$ cat src/mctl_params.svh
// Constants of the PROM and I/O bus configuration and error block.
`ifndef MCTL_PARAMS_SVH
`define MCTL_PARAMS_SVH
`define CFG1_OFF     8'h00
`define CFG2_OFF     8'h04
`define CFG3_OFF     8'h08
`define CFG4_OFF     8'h0c
`define PROM_READY_ENABLE_BIT    30
`define ASYNC_READY_ENABLE_BIT    29
`define IOW_HI       28
`define IOW_LO       27
`define IO_READY_ENABLE_BIT    26
`define BEXC_BIT     25
`define IOWS_HI      23
`define IOWS_LO      20
`define IO_AREA_ENABLE_BIT     19
`define BANK_HI      17
`define BANK_LO      14
`define PROM_WRITE_ENABLE_BIT     11
`define PW_HI        9
`define PW_LO        8
`define PWWS_HI      7
`define PWWS_LO      4
`define PRWS_HI      3
`define PRWS_LO      0
`define RRWS_HI      1
`define RRWS_LO      0
`define RWWS_HI      3
`define RWWS_LO      2
`define RBRDY_BIT    7
`define CFG1_WMASK   32'h7ef8_0bff
`define BANK_WMASK   32'h0003_c000
`define WS_RESET     4'hf
`define BANK_RESET   4'h0
`define CFG_RESET    32'h0000_0000
`define BANK_SHIFT0  5'h1c
`define BANK_BASE    5'h0d
`define DRAM_BANK    3'h4
`endif

$ cat src/mctl_pkg.sv
// Types shared by the PROM and I/O bus configuration and error block.
package mctl_pkg;
  typedef enum logic [4:0] {
    S_IDLE = 5'h01,
    S_LEAD = 5'h02,
    S_WAIT = 5'h04,
    S_RDY  = 5'h08,
    S_DATA = 5'h10
  } bus_state_t;
  typedef enum logic [1:0] {
    AREA_PROM = 2'h0,
    AREA_IO   = 2'h1,
    AREA_RAM  = 2'h2
  } area_t;
  typedef struct packed {
    logic        write;
    area_t       area;
    logic [2:0]  bank;
    logic [27:0] addr;
    logic [31:0] wdata;
  } acc_req_t;
endpackage : mctl_pkg

$ cat src/prom_io_bus_config_and_errors.sv
// External bus sequencer with configuration registers and bus error sampling.
`timescale 1ns/1ps
`include "mctl_params.svh"
module prom_io_bus_config_and_errors
  import mctl_pkg::*;
#(
  parameter int          BANK_SEL   = 0,
  parameter logic [3:0]  FIXED_BANK = 4'h1
) (
  // Clock and reset
  input  wire logic        CLOCK,
  input  wire logic        RST_N,
  // APB register port
  input  wire logic        PSEL,
  input  wire logic        PENABLE,
  input  wire logic        PWRITE,
  input  wire logic [7:0]  PADDR,
  input  wire logic [31:0] PWDATA,
  output logic      [31:0] PRDATA,
  // Internal access port
  input  wire logic        REQ_VALID,
  input  wire acc_req_t    REQ,
  output logic             REQ_READY,
  output logic             RESP_DONE,
  output logic             RESP_ERROR,
  output logic      [31:0] RESP_RDATA,
  // External memory bus
  input  wire logic [1:0]  BOOT_WIDTH_INPUTS,
  input  wire logic        EXT_BUS_READY_N,
  input  wire logic        EXT_BUS_ERROR_N,
  input  wire logic [31:0] MEM_DATA_IN,
  output logic      [31:0] MEM_DATA_OUT,
  output logic      [31:0] MEM_DATA_OE,
  output logic      [31:0] SD_DATA_OE,
  output logic      [27:0] MEM_ADDR,
  output logic      [3:0]  PROM_CS_N,
  output logic             IO_CS_N,
  output logic      [4:0]  RAM_CHIP_SELECT_N,
  output logic             MEM_OE_N,
  output logic             MEM_WE_N
);

  bus_state_t  state, next_state;
  acc_req_t    cur, next_cur;
  logic [31:0] cfg1, cfg2, cfg3, cfg4;
  logic [31:0] next_cfg1, next_cfg2, next_cfg3, next_cfg4;
  logic [31:0] prdata, next_prdata;
  logic [4:0]  wcnt, next_wcnt;
  logic [1:0]  beat, next_beat;
  logic [31:0] rdata, next_rdata;
  logic        resp_done, next_resp_done;
  logic        resp_err, next_resp_err;
  logic [31:0] dout, next_dout;
  logic [31:0] doe, next_doe;
  logic [27:0] addr, next_addr;
  logic [3:0]  prom_cs_n, next_prom_cs_n;
  logic        io_cs_n, next_io_cs_n;
  logic [4:0]  ram_cs_n, next_ram_cs_n;
  logic        oe_n, next_oe_n;
  logic        we_n, next_we_n;
  // Two-stage synchronizers on every pin input; the third ready stage is
  // fed only from the second.
  logic        rdy_s1, rdy_s2, rdy_s3;
  logic        err_s1, err_s2;
  logic [1:0]  bw_s1, bw_s2;
  logic [31:0] din_s1, din_s2;
  logic        ready_seen;
  logic [1:0]  last;
  logic [4:0]  sh;

  // Data width code of the area: 0 = 8, 1 = 16, other = 32 bits.
  function automatic logic [1:0] area_width(acc_req_t r, logic [31:0] c1);
    if (r.area == AREA_PROM) begin
      area_width = c1[`PW_HI:`PW_LO];
    end else if (r.area == AREA_IO) begin
      area_width = c1[`IOW_HI:`IOW_LO];
    end else begin
      area_width = 2'h2;
    end
  endfunction : area_width

  function automatic logic [1:0] last_beat(logic [1:0] w);
    last_beat = (w == 2'h0) ? 2'h3 : ((w == 2'h1) ? 2'h1 : 2'h0);
  endfunction : last_beat

  function automatic logic [4:0] wait_count(acc_req_t r, logic [31:0] c1,
                                            logic [31:0] c2);
    if (r.area == AREA_PROM) begin
      wait_count = r.write ? {c1[`PWWS_HI:`PWWS_LO], 1'b0}
                           : {c1[`PRWS_HI:`PRWS_LO], 1'b0};
    end else if (r.area == AREA_IO) begin
      wait_count = {1'b0, c1[`IOWS_HI:`IOWS_LO]};
    end else begin
      wait_count = r.write ? {3'h0, c2[`RWWS_HI:`RWWS_LO]}
                           : {3'h0, c2[`RRWS_HI:`RRWS_LO]};
    end
  endfunction : wait_count

  function automatic logic ready_enabled(acc_req_t r, logic [31:0] c1,
                                         logic [31:0] c2);
    if (r.area == AREA_PROM) begin
      ready_enabled = c1[`PROM_READY_ENABLE_BIT];
    end else if (r.area == AREA_IO) begin
      ready_enabled = c1[`IO_READY_ENABLE_BIT];
    end else begin
      ready_enabled = c2[`RBRDY_BIT] && (r.bank == `DRAM_BANK);
    end
  endfunction : ready_enabled

  // Active-low PROM select for an address under the current bank size.
  function automatic logic [3:0] prom_select(logic [27:0] a, logic [3:0] code);
    logic [4:0]  shift;
    logic [27:0] idx;
    logic        four;
    shift = (code == 4'h0) ? `BANK_SHIFT0 : (`BANK_BASE + {1'b0, code});
    idx   = a >> shift;
    four  = (BANK_SEL == 0) && (code != 4'h0) && (code != 4'hf);
    if (!four) begin
      idx[27:1] = 27'h0;
    end else begin
      idx[27:2] = 26'h0;
    end
    prom_select = ~(4'h1 << idx[1:0]);
  endfunction : prom_select

  assign REQ_READY         = (state == S_IDLE);
  assign PRDATA            = prdata;
  assign RESP_DONE         = resp_done;
  assign RESP_ERROR        = resp_err;
  assign RESP_RDATA        = rdata;
  assign MEM_DATA_OUT      = dout;
  assign MEM_DATA_OE       = doe;
  assign SD_DATA_OE        = 32'h0000_0000;
  assign MEM_ADDR          = addr;
  assign PROM_CS_N         = prom_cs_n;
  assign IO_CS_N           = io_cs_n;
  assign RAM_CHIP_SELECT_N = ram_cs_n;
  assign MEM_OE_N          = oe_n;
  assign MEM_WE_N          = we_n;

  // Asynchronous mode asks for ready on two successive synchronized samples,
  // which filters glitches at the cost of one more cycle.
  assign ready_seen = cfg1[`ASYNC_READY_ENABLE_BIT] ? (!rdy_s2 && !rdy_s3) : !rdy_s2;

  assign last = last_beat(area_width(cur, cfg1));
  assign sh   = (area_width(cur, cfg1) == 2'h0) ? {(last - beat), 3'h0}
              : ((area_width(cur, cfg1) == 2'h1) ? {(last[0] - beat[0]), 4'h0} : 5'h00);

  always_comb begin
    logic [31:0] lane_mask;
    lane_mask      = 32'h0000_0000;
    next_state     = state;
    next_cur       = cur;
    next_cfg1      = cfg1;
    next_cfg2      = cfg2;
    next_cfg3      = cfg3;
    next_cfg4      = cfg4;
    next_prdata    = prdata;
    next_wcnt      = wcnt;
    next_beat      = beat;
    next_rdata     = rdata;
    next_resp_done = 1'b0;
    next_resp_err  = 1'b0;

    // Register port: read data is captured in the setup phase.
    if (PSEL && !PENABLE && !PWRITE) begin
      if (PADDR == `CFG1_OFF) begin
        next_prdata = cfg1;
      end else if (PADDR == `CFG2_OFF) begin
        next_prdata = cfg2;
      end else if (PADDR == `CFG3_OFF) begin
        next_prdata = cfg3;
      end else if (PADDR == `CFG4_OFF) begin
        next_prdata = cfg4;
      end else begin
        next_prdata = 32'h0000_0000;
      end
    end
    if (PSEL && PENABLE && PWRITE) begin
      if (PADDR == `CFG1_OFF) begin
        next_cfg1 = (cfg1 & ~`CFG1_WMASK) | (PWDATA & `CFG1_WMASK);
        if (BANK_SEL == 0) begin
          next_cfg1 = (next_cfg1 & ~`BANK_WMASK) | (PWDATA & `BANK_WMASK);
        end
      end else if (PADDR == `CFG2_OFF) begin
        next_cfg2 = PWDATA;
      end else if (PADDR == `CFG3_OFF) begin
        next_cfg3 = PWDATA;
      end else if (PADDR == `CFG4_OFF) begin
        next_cfg4 = PWDATA;
      end
    end

    case (state)
      S_IDLE: begin
        if (REQ_VALID) begin
          next_cur  = REQ;
          next_beat = 2'h0;
          // Disabled areas answer at once with an error and assert no select or strobe; address and data out still follow the request.
          if ((REQ.area == AREA_IO && !cfg1[`IO_AREA_ENABLE_BIT]) ||
              (REQ.area == AREA_PROM && REQ.write && !cfg1[`PROM_WRITE_ENABLE_BIT])) begin
            next_resp_done = 1'b1;
            next_resp_err  = 1'b1;
          end else begin
            next_state = S_LEAD;
          end
        end
      end
      S_LEAD: begin
        next_wcnt = wait_count(cur, cfg1, cfg2);
        if (next_wcnt != 5'h00) begin
          next_state = S_WAIT;
        end else if (ready_enabled(cur, cfg1, cfg2)) begin
          next_state = S_RDY;
        end else begin
          next_state = S_DATA;
        end
      end
      S_WAIT: begin
        next_wcnt = wcnt - 5'h01;
        if (wcnt == 5'h01) begin
          next_state = ready_enabled(cur, cfg1, cfg2) ? S_RDY : S_DATA;
        end
      end
      S_RDY: begin
        if (ready_seen) begin
          next_state = S_DATA;
        end
      end
      S_DATA: begin
        // Read data is taken at this edge on every beat, the error input on the last beat only;
        // after the last beat the select negates at this same edge on reads and writes.
        lane_mask = (area_width(cur, cfg1) == 2'h0) ? 32'h0000_00ff
                  : ((area_width(cur, cfg1) == 2'h1) ? 32'h0000_ffff : 32'hffff_ffff);
        if (!cur.write) begin
          next_rdata = (rdata & ~(lane_mask << sh)) | ((din_s2 & lane_mask) << sh);
        end
        if (beat == last) begin
          next_state     = S_IDLE;
          next_resp_done = 1'b1;
          next_resp_err  = cfg1[`BEXC_BIT] && !err_s2;
        end else begin
          next_beat  = beat + 2'h1;
          next_state = S_LEAD;
        end
      end
      default: begin
        next_state = S_IDLE;
      end
    endcase
  end

  // Pin drive follows the next state so that pins change with the state.
  always_comb begin
    logic active;
    logic [1:0] w;
    logic [1:0] lb;
    logic [4:0] nsh;
    active         = (next_state != S_IDLE);
    w              = area_width(next_cur, next_cfg1);
    lb             = last_beat(w);
    nsh            = (w == 2'h0) ? {(lb - next_beat), 3'h0}
                   : ((w == 2'h1) ? {(lb[0] - next_beat[0]), 4'h0} : 5'h00);
    next_addr      = next_cur.addr + {26'h0, next_beat};
    next_dout      = next_cur.wdata >> nsh;
    next_doe       = (active && next_cur.write) ? 32'hffff_ffff : 32'h0000_0000;
    next_oe_n      = !(active && !next_cur.write);
    next_we_n      = !(active && next_cur.write && next_state != S_LEAD);
    next_prom_cs_n = 4'hf;
    next_io_cs_n   = 1'b1;
    next_ram_cs_n  = 5'h1f;
    if (active && next_cur.area == AREA_PROM) begin
      next_prom_cs_n = prom_select(next_cur.addr, next_cfg1[`BANK_HI:`BANK_LO]);
    end else if (active && next_cur.area == AREA_IO) begin
      next_io_cs_n = 1'b0;
    end else if (active) begin
      next_ram_cs_n = ~(5'h01 << next_cur.bank);
    end
  end

  always_ff @(posedge CLOCK) begin
    rdy_s1 <= EXT_BUS_READY_N;
    rdy_s2 <= rdy_s1;
    rdy_s3 <= rdy_s2;
    err_s1 <= EXT_BUS_ERROR_N;
    err_s2 <= err_s1;
    bw_s1  <= BOOT_WIDTH_INPUTS;
    bw_s2  <= bw_s1;
    din_s1 <= MEM_DATA_IN;
    din_s2 <= din_s1;
    if (!RST_N) begin
      state     <= S_IDLE;
      cur       <= '0;
      // boot width loaded, PROM read and write waits at maximum, enables cleared.
      cfg1      <= `CFG_RESET;
      cfg1[`PW_HI:`PW_LO]     <= bw_s2;
      cfg1[`PWWS_HI:`PWWS_LO] <= `WS_RESET;
      cfg1[`PRWS_HI:`PRWS_LO] <= `WS_RESET;
      cfg1[`BANK_HI:`BANK_LO] <= (BANK_SEL == 0) ? `BANK_RESET : FIXED_BANK;
      cfg2      <= `CFG_RESET;
      cfg3      <= `CFG_RESET;
      cfg4      <= `CFG_RESET;
      prdata    <= 32'h0000_0000;
      wcnt      <= 5'h00;
      beat      <= 2'h0;
      rdata     <= 32'h0000_0000;
      resp_done <= 1'b0;
      resp_err  <= 1'b0;
      dout      <= 32'h0000_0000;
      doe       <= 32'h0000_0000;
      addr      <= 28'h000_0000;
      prom_cs_n <= 4'hf;
      io_cs_n   <= 1'b1;
      ram_cs_n  <= 5'h1f;
      oe_n      <= 1'b1;
      we_n      <= 1'b1;
    end else begin
      state     <= next_state;
      cur       <= next_cur;
      cfg1      <= next_cfg1;
      cfg2      <= next_cfg2;
      cfg3      <= next_cfg3;
      cfg4      <= next_cfg4;
      prdata    <= next_prdata;
      wcnt      <= next_wcnt;
      beat      <= next_beat;
      rdata     <= next_rdata;
      resp_done <= next_resp_done;
      resp_err  <= next_resp_err;
      dout      <= next_dout;
      doe       <= next_doe;
      addr      <= next_addr;
      prom_cs_n <= next_prom_cs_n;
      io_cs_n   <= next_io_cs_n;
      ram_cs_n  <= next_ram_cs_n;
      oe_n      <= next_oe_n;
      we_n      <= next_we_n;
    end
  end

endmodule : prom_io_bus_config_and_errors

$ cat config.mk
export PLATFORM = sky130hd
export DESIGN_NAME = prom_io_bus_config_and_errors
export DESIGN_NICKNAME = d
export VERILOG_FILES = /design/src/mctl_pkg.sv /design/src/prom_io_bus_config_and_errors.sv
export VERILOG_INCLUDE_DIRS = /design/src
export SDC_FILE = /design/constraint.sdc
export NUM_CORES = 1
export LEC_CHECK = 0
export BUFFER_PORTS_ARGS = -buffer_cell sky130_fd_sc_hd__clkbuf_2
export CORE_MARGIN = 4
export CORE_UTILIZATION = 55
export CTS_CLUSTER_DIAMETER = 60
export CTS_CLUSTER_SIZE = 8
export DETAILED_ROUTE_END_ITERATION = 8
export GPL_TIMING_DRIVEN = 0
export PLACE_DENSITY_LB_ADDON = 0.05
export SLEW_MARGIN = 10
export SYNTH_ARGS = -nofsm -noshare
export SYNTH_HDL_FRONTEND = slang
export SYNTH_SLANG_ARGS = --single-unit
$ cat constraint.sdc
create_clock -name CLOCK -period 5.4 [get_ports CLOCK]
set_clock_uncertainty 0.1 [all_clocks]
set_input_delay 1.35 -clock CLOCK [delete_from_list [all_inputs] [get_ports CLOCK]]
set_output_delay 1.35 -clock CLOCK [all_outputs]
set_load 0.1 [all_outputs]
Word level (Yosys, flattened, before mapping)
Cells that the tools add are included.

Register bits after elaboration: 449.

Muxes and demuxes: 60. Shift operators: 6. Bitwise operators: 14. Reductions and logical operators: 46. Add/sub/neg operators: 8. Equal/unequal tests: 20.

Operator list (count): $mux W32 (7); $mux W66 (2); $mux W5 (15); $and A32 B32 Y32 (2); $shl A32 B5 Y32 (2); $mux W29 (2); $not A32 Y32 (1); $or A32 B18 Y32 (1); $or A32 B31 Y32 (1); $or A32 B32 Y32 (1); $shr A32 B5 Y32 (1); $add A28 B2 Y28 (1); $shr A28 B5 Y2 (1); $pmux W5 S5 (1); $mux W2 (11); $eq A8 B4 Y1 const B (2); $logic_and A1 B1 Y1 (16); $mux W1 (16); $eq A2 B1 Y1 const B (6); $logic_not A2 Y1 (6); $eq A5 B1 Y1 const B (2); $logic_not A1 Y1 (10); $mux W10 (1); $pmux W5 S2 (1); other kinds (35) (45).

Longest topological paths before layout
Depth after elaboration: 15. Mapped depth: 18.

Worst setup path after synthesis
Ideal clock, no wire load.

Kind: input-to-reg. Start point: in PADDR[1]. End point: reg prom_cs_n[2], in the netlist PROM_CS_N[2]. Arrival time: 4.587 ns. Stages on the path: 14. Setup slack: 0.584 ns. Path through: nor4_2 nand4_1 clkbuf_1 mux2i_1 inv_1 ha_1 nor2b_1 a21oi_1 mux2i_2 buf_2 mux2i_1 mux4_2 a211oi_1 o21ai_0.

Longest elaborated chain between the ends: 10.

Ends and longest elaborated chain: start: declaration (RTL line prom_io_bus_config_and_errors.sv:17) `input wire logic [7:0] PADDR,`; $logic_not A8 Y1 (no line) *; $mux W29 * (RTL line prom_io_bus_config_and_errors.sv:180) `` if (PADDR == `CFG1_OFF) begin ``; $mux W29 * (RTL line prom_io_bus_config_and_errors.sv:179) `if (PSEL && PENABLE && PWRITE) begin`; via next_cfg1[15] (RTL line prom_io_bus_config_and_errors.sv:46) `logic [31:0] next_cfg1, next_cfg2, next_cfg3, next_cfg4;`; $add A4 B4 Y5 (no line) / $logic_not A4 Y1 (equally long branches); $mux W5 (RTL line prom_io_bus_config_and_errors.sv:115) `` shift = (code == 4'h0) ? `BANK_SHIFT0 : (`BANK_BASE + {1'b0, code}); ``; $shr A28 B5 Y2 (RTL line prom_io_bus_config_and_errors.sv:116) `idx = a >> shift;`; $mux W1 (RTL line prom_io_bus_config_and_errors.sv:118) `if (!four) begin`; $mux W1 (RTL line prom_io_bus_config_and_errors.sv:272) `if (active && next_cur.area == AREA_PROM) begin`; $shl A1 B2 Y4 * (RTL line prom_io_bus_config_and_errors.sv:123) `prom_select = ~(4'h1 << idx[1:0]);`; $not A4 Y4 * (RTL line prom_io_bus_config_and_errors.sv:123); end signal: assignment (RTL line prom_io_bus_config_and_errors.sv:333) `prom_cs_n <= next_prom_cs_n;`; end: declaration (RTL line prom_io_bus_config_and_errors.sv:56) `logic [3:0] prom_cs_n, next_prom_cs_n;`.

Mark *: on every way through the listed nets, which the timed path passes. The rest lies on a longest branch. The select of a mux whose other input is x is not followed. A chain may end at the register's enable or synchronous reset.

Worst setup path after layout
Start point: in PADDR[1]. End point: reg prom_cs_n[0], in the netlist PROM_CS_N[0].

The elaborated chain is that of the path after synthesis.

==> summary.txt <==
Flip-flop and latch count after synthesis = 412
Final hold violation count = 0
Starting utilization of the core area = 0.5562
Max Transition Viols Final = 0
Net switching power figure = 0.002311 W
First drt pass iteration count = 6
Worst Setup Start Kind = input pin
Tot Pwr = 0.007644 W
Insertion delay to the later sink of the worst-skew pair = 0.58 ns
Proportion of synthesized flip-flops having asynchronous set or reset = 0
Largest cells by area after synthesis = sky130_fd_sc_hd__dfxtp_1, sky130_fd_sc_hd__nand2_1, sky130_fd_sc_hd__a21boi_0, sky130_fd_sc_hd__mux2i_1, sky130_fd_sc_hd__nor2b_1
Distinct cell type count after synthesis = 72
Remaining routing DRC violations = 0
Fraction of post-synthesis cell area in the top cell type by area = 0.4700
Number of port buffers = 317
Root buffer cell = sky130_fd_sc_hd__clkbuf_16
IR Drop Worst-Case VDD = 0.3313 mV
Yosys warning total = 0
Critical path type = input pin to register
Share of the cycle needed by the critical path after routing = 0.9033
Fraction of power consumed by sequential logic = 0.422
Setup TNS = 0 ns
Wire length of the first global-routing pass = 83.65 mm
Area of the core region = 31560 µm²
Final-report setup violation count = 0
Via count of the routed design = 15400
Hold bufs inserted after CTS = 0
Half-perimeter wire length after placement = 40.07 mm
Static Leakage = 8.943 nW
Remaining antenna violation count = 0
Rows = 65
Proportion of total power due to net switching = 0.3023
Mean post-synth cell area = 9.232 µm²
CP required = 5.72 ns
Part of the power in the clock network = 0.408
Largest net degree at the start of global routing = 33
Overall overflow remaining after global route = 0
Outcome = completed
Number of enable flip-flop cells after synthesis = 0
RePlAce Congestion = 0.9186
Post-DR vias/cell = 5.669
Post-synthesis sequential area ratio = 0.4700
Combinational share of power = 0.170
Critical path arrival = 5.20 ns
Number of ports placed on the die boundary = 351
All-layer global routing usage = 0.2966
Power per cell area = 359.1 nW/µm²
Hold/Removal Path Class = register to register
Most used flip-flop cell after synthesis = sky130_fd_sc_hd__dfxtp_1
Total standard cell area after synthesis = 17550 µm²
Number of buffers on the longest clock path = 3
Number of clock sinks seen by CTS = 412
Internal Dissipation = 0.005333 W
Register bank with the most flops = cur
Number of global-route vias before repair = 15200
Overall routed net length = 53.60 mm
Number of flip-flops under the largest register name = 66
Share of final-layout standard cells stronger than drive strength 1 = 0.2318
Final net count = 2466
Worst slew pin tran = 1.244 ns
Type of element capturing the critical path = register
Cell type with the largest total area after synthesis = sky130_fd_sc_hd__dfxtp_1
Highest net fanout along the worst path = 10
Maximum clock frequency = 205.0 MHz
Overall die area = 34830 µm²
Average wire per standard cell = 19.73 µm
Clock slew at reported path FFs = 0.05 ns
Number of antenna violations at the first check in global routing = 6
Cells after synthesis = 1901
Number of DRC markers after the initial detailed-route iteration = 1188
Worst hold margin = 0.2186 ns
Total number of H-tree levels = 2
DIE HEIGHT = 186.6 µm
Layout overhead on the synthesized area = 21.27%
CTS tree = yes
Final min period = 4.878 ns
Most numerous cell in the Yosys netlist = sky130_fd_sc_hd__dfxtp_1
Unrepaired setup endpoints after global routing = no
Synth cell count leaders = sky130_fd_sc_hd__dfxtp_1, sky130_fd_sc_hd__nand2_1, sky130_fd_sc_hd__a21boi_0, sky130_fd_sc_hd__clkbuf_1, sky130_fd_sc_hd__nor2b_1
Worst slew margin relative to its limit = 0.1628
Max-capacitance violation count = 0
Die width = 186.6 µm
Clock buffers created by TritonCTS = 57
-- critical path, cell delays in order --
cell and delay, ns:
sky130_fd_sc_hd__clkbuf_2 0.09, sky130_fd_sc_hd__nor4_2 0.36, sky130_fd_sc_hd__nand4_1 0.24, sky130_fd_sc_hd__clkbuf_1 0.36, sky130_fd_sc_hd__mux2i_1 0.34, sky130_fd_sc_hd__inv_1 0.08
sky130_fd_sc_hd__ha_1 0.26, sky130_fd_sc_hd__nor2b_1 0.16, sky130_fd_sc_hd__a21oi_1 0.24, sky130_fd_sc_hd__mux2i_4 0.19, sky130_fd_sc_hd__mux2i_1 0.15, sky130_fd_sc_hd__mux4_2 0.54
sky130_fd_sc_hd__nor3b_1 0.16, sky130_fd_sc_hd__nor4b_1 0.54, sky130_fd_sc_hd__o21ai_1 0.14
-- path summary, 6_finish.rpt --
check             slack [ns]        from      endpoint  depth (start not counted)
setup / recovery        0.52    PADDR[1]  PROM_CS_N[0]                         15
hold / removal          0.22  din_s1[12]    din_s2[12]                          0
setup reg to reg        0.58     cfg1[9]  MEM_ADDR[16]                         13
hold reg to reg         0.22  din_s1[12]    din_s2[12]                          0
-- cell families (layout without fill, tap and decap cells) --
kind of cell	after synthesis	count (layout)	synth area share
multiplexers	130	130	0.08156
AO/OA/AOI/OAI	390	390	0.1637
other	1	34	0.0002137
buffers and inverters	206	586	0.06167
AND/OR/NAND/NOR	731	731	0.2051
adder cells (fa/ha/maj)	9	9	0.006844
XOR/XNOR	22	22	0.01098
flip-flops	412	412	0.4700
-- placed cells by master, fill, tap and decap left out, drive strengths merged, types with 9 or more instances in the layout --
cell | netlist | layout
mux2i | 86 | 86
and3 | 26 | 26
a211o | 11 | 11
nor2b | 97 | 97
a222oi | 9 | 9
a22oi | 35 | 35
nor4 | 10 | 10
nand3 | 67 | 67
conb | 1 | 32
a21boi | 126 | 126
o211a | 26 | 26
nand2 | 337 | 337
nor2 | 60 | 60
xnor2 | 14 | 14
o211ai | 40 | 40
mux2 | 38 | 38
a211oi | 14 | 14
nor3 | 29 | 29
clkbuf | 103 | 478
buf | 89 | 90
nor3b | 20 | 20
and2 | 44 | 44
inv | 12 | 13
a21oi | 40 | 40
a221oi | 10 | 10
dfxtp | 412 | 412
o21ai | 41 | 41
-- timing repair --
item / 4_1_cts / 5_1_grt
setup endpoints to repair: 0 / 4
resized for setup: 0 / 4
buffers inserted: 0 / 1
-- power groups by stage --
stage	combinational [W]	clock, W	sequential [W]
6_report	0.00130	0.00312	0.00322
5_1_grt	0.00137	0.00330	0.00323
4_1_cts	0.00129	0.00317	0.00322
3_5_place_dp	0.00129	0	0.00328
3_3_place_gp	0.00128	0	0.00328
2_1_floorplan	0.000600	0	0.00366
-- layer usage --
| metal | global-route usage | up-vias | share of wire |
|---|---|---|---|
| met5 | 0 | - | 0.00039 |
| met4 | 0.08703 | 4 | 0.027 |
| met3 | 0.06117 | 112 | 0.085 |
| met2 | 0.4737 | 694 | 0.45 |
| met1 | 0.4100 | 7258 | 0.44 |
| li1 | - | 7330 | - |
-- final cells by class --
type	instances	area, µm²
Fill cell	2632	10270
Multi-Input combinational cell	1314	8349
Sequential cell	412	8248
Timing Repair Buffer	318	1594
Clock buffer	58	1430
Buffer	192	1031
Tap cell	402	503.0
Clock inverter	4	71.32
Inverter	14	52.55
Antenna cell	2	5.005
-- stage by stage --
step / std cells / utilization / setup slack (ns) / area [µm²]
final: 2716 / 0.6745 / 0.5220 / 21280
after global routing: 2716 / 0.6745 / 0.2582 / 21280
after CTS: 2713 / 0.6737 / 0.1650 / 21260
after detailed placement: 2651 / 0.6261 / -0.4171 / 19760
after global placement: 2651 / 0.6261 / -0.3727 / 19760
after floorplan: 1932 / - / 0.5841 / 17670
Power figures use the tool's default switching activity.
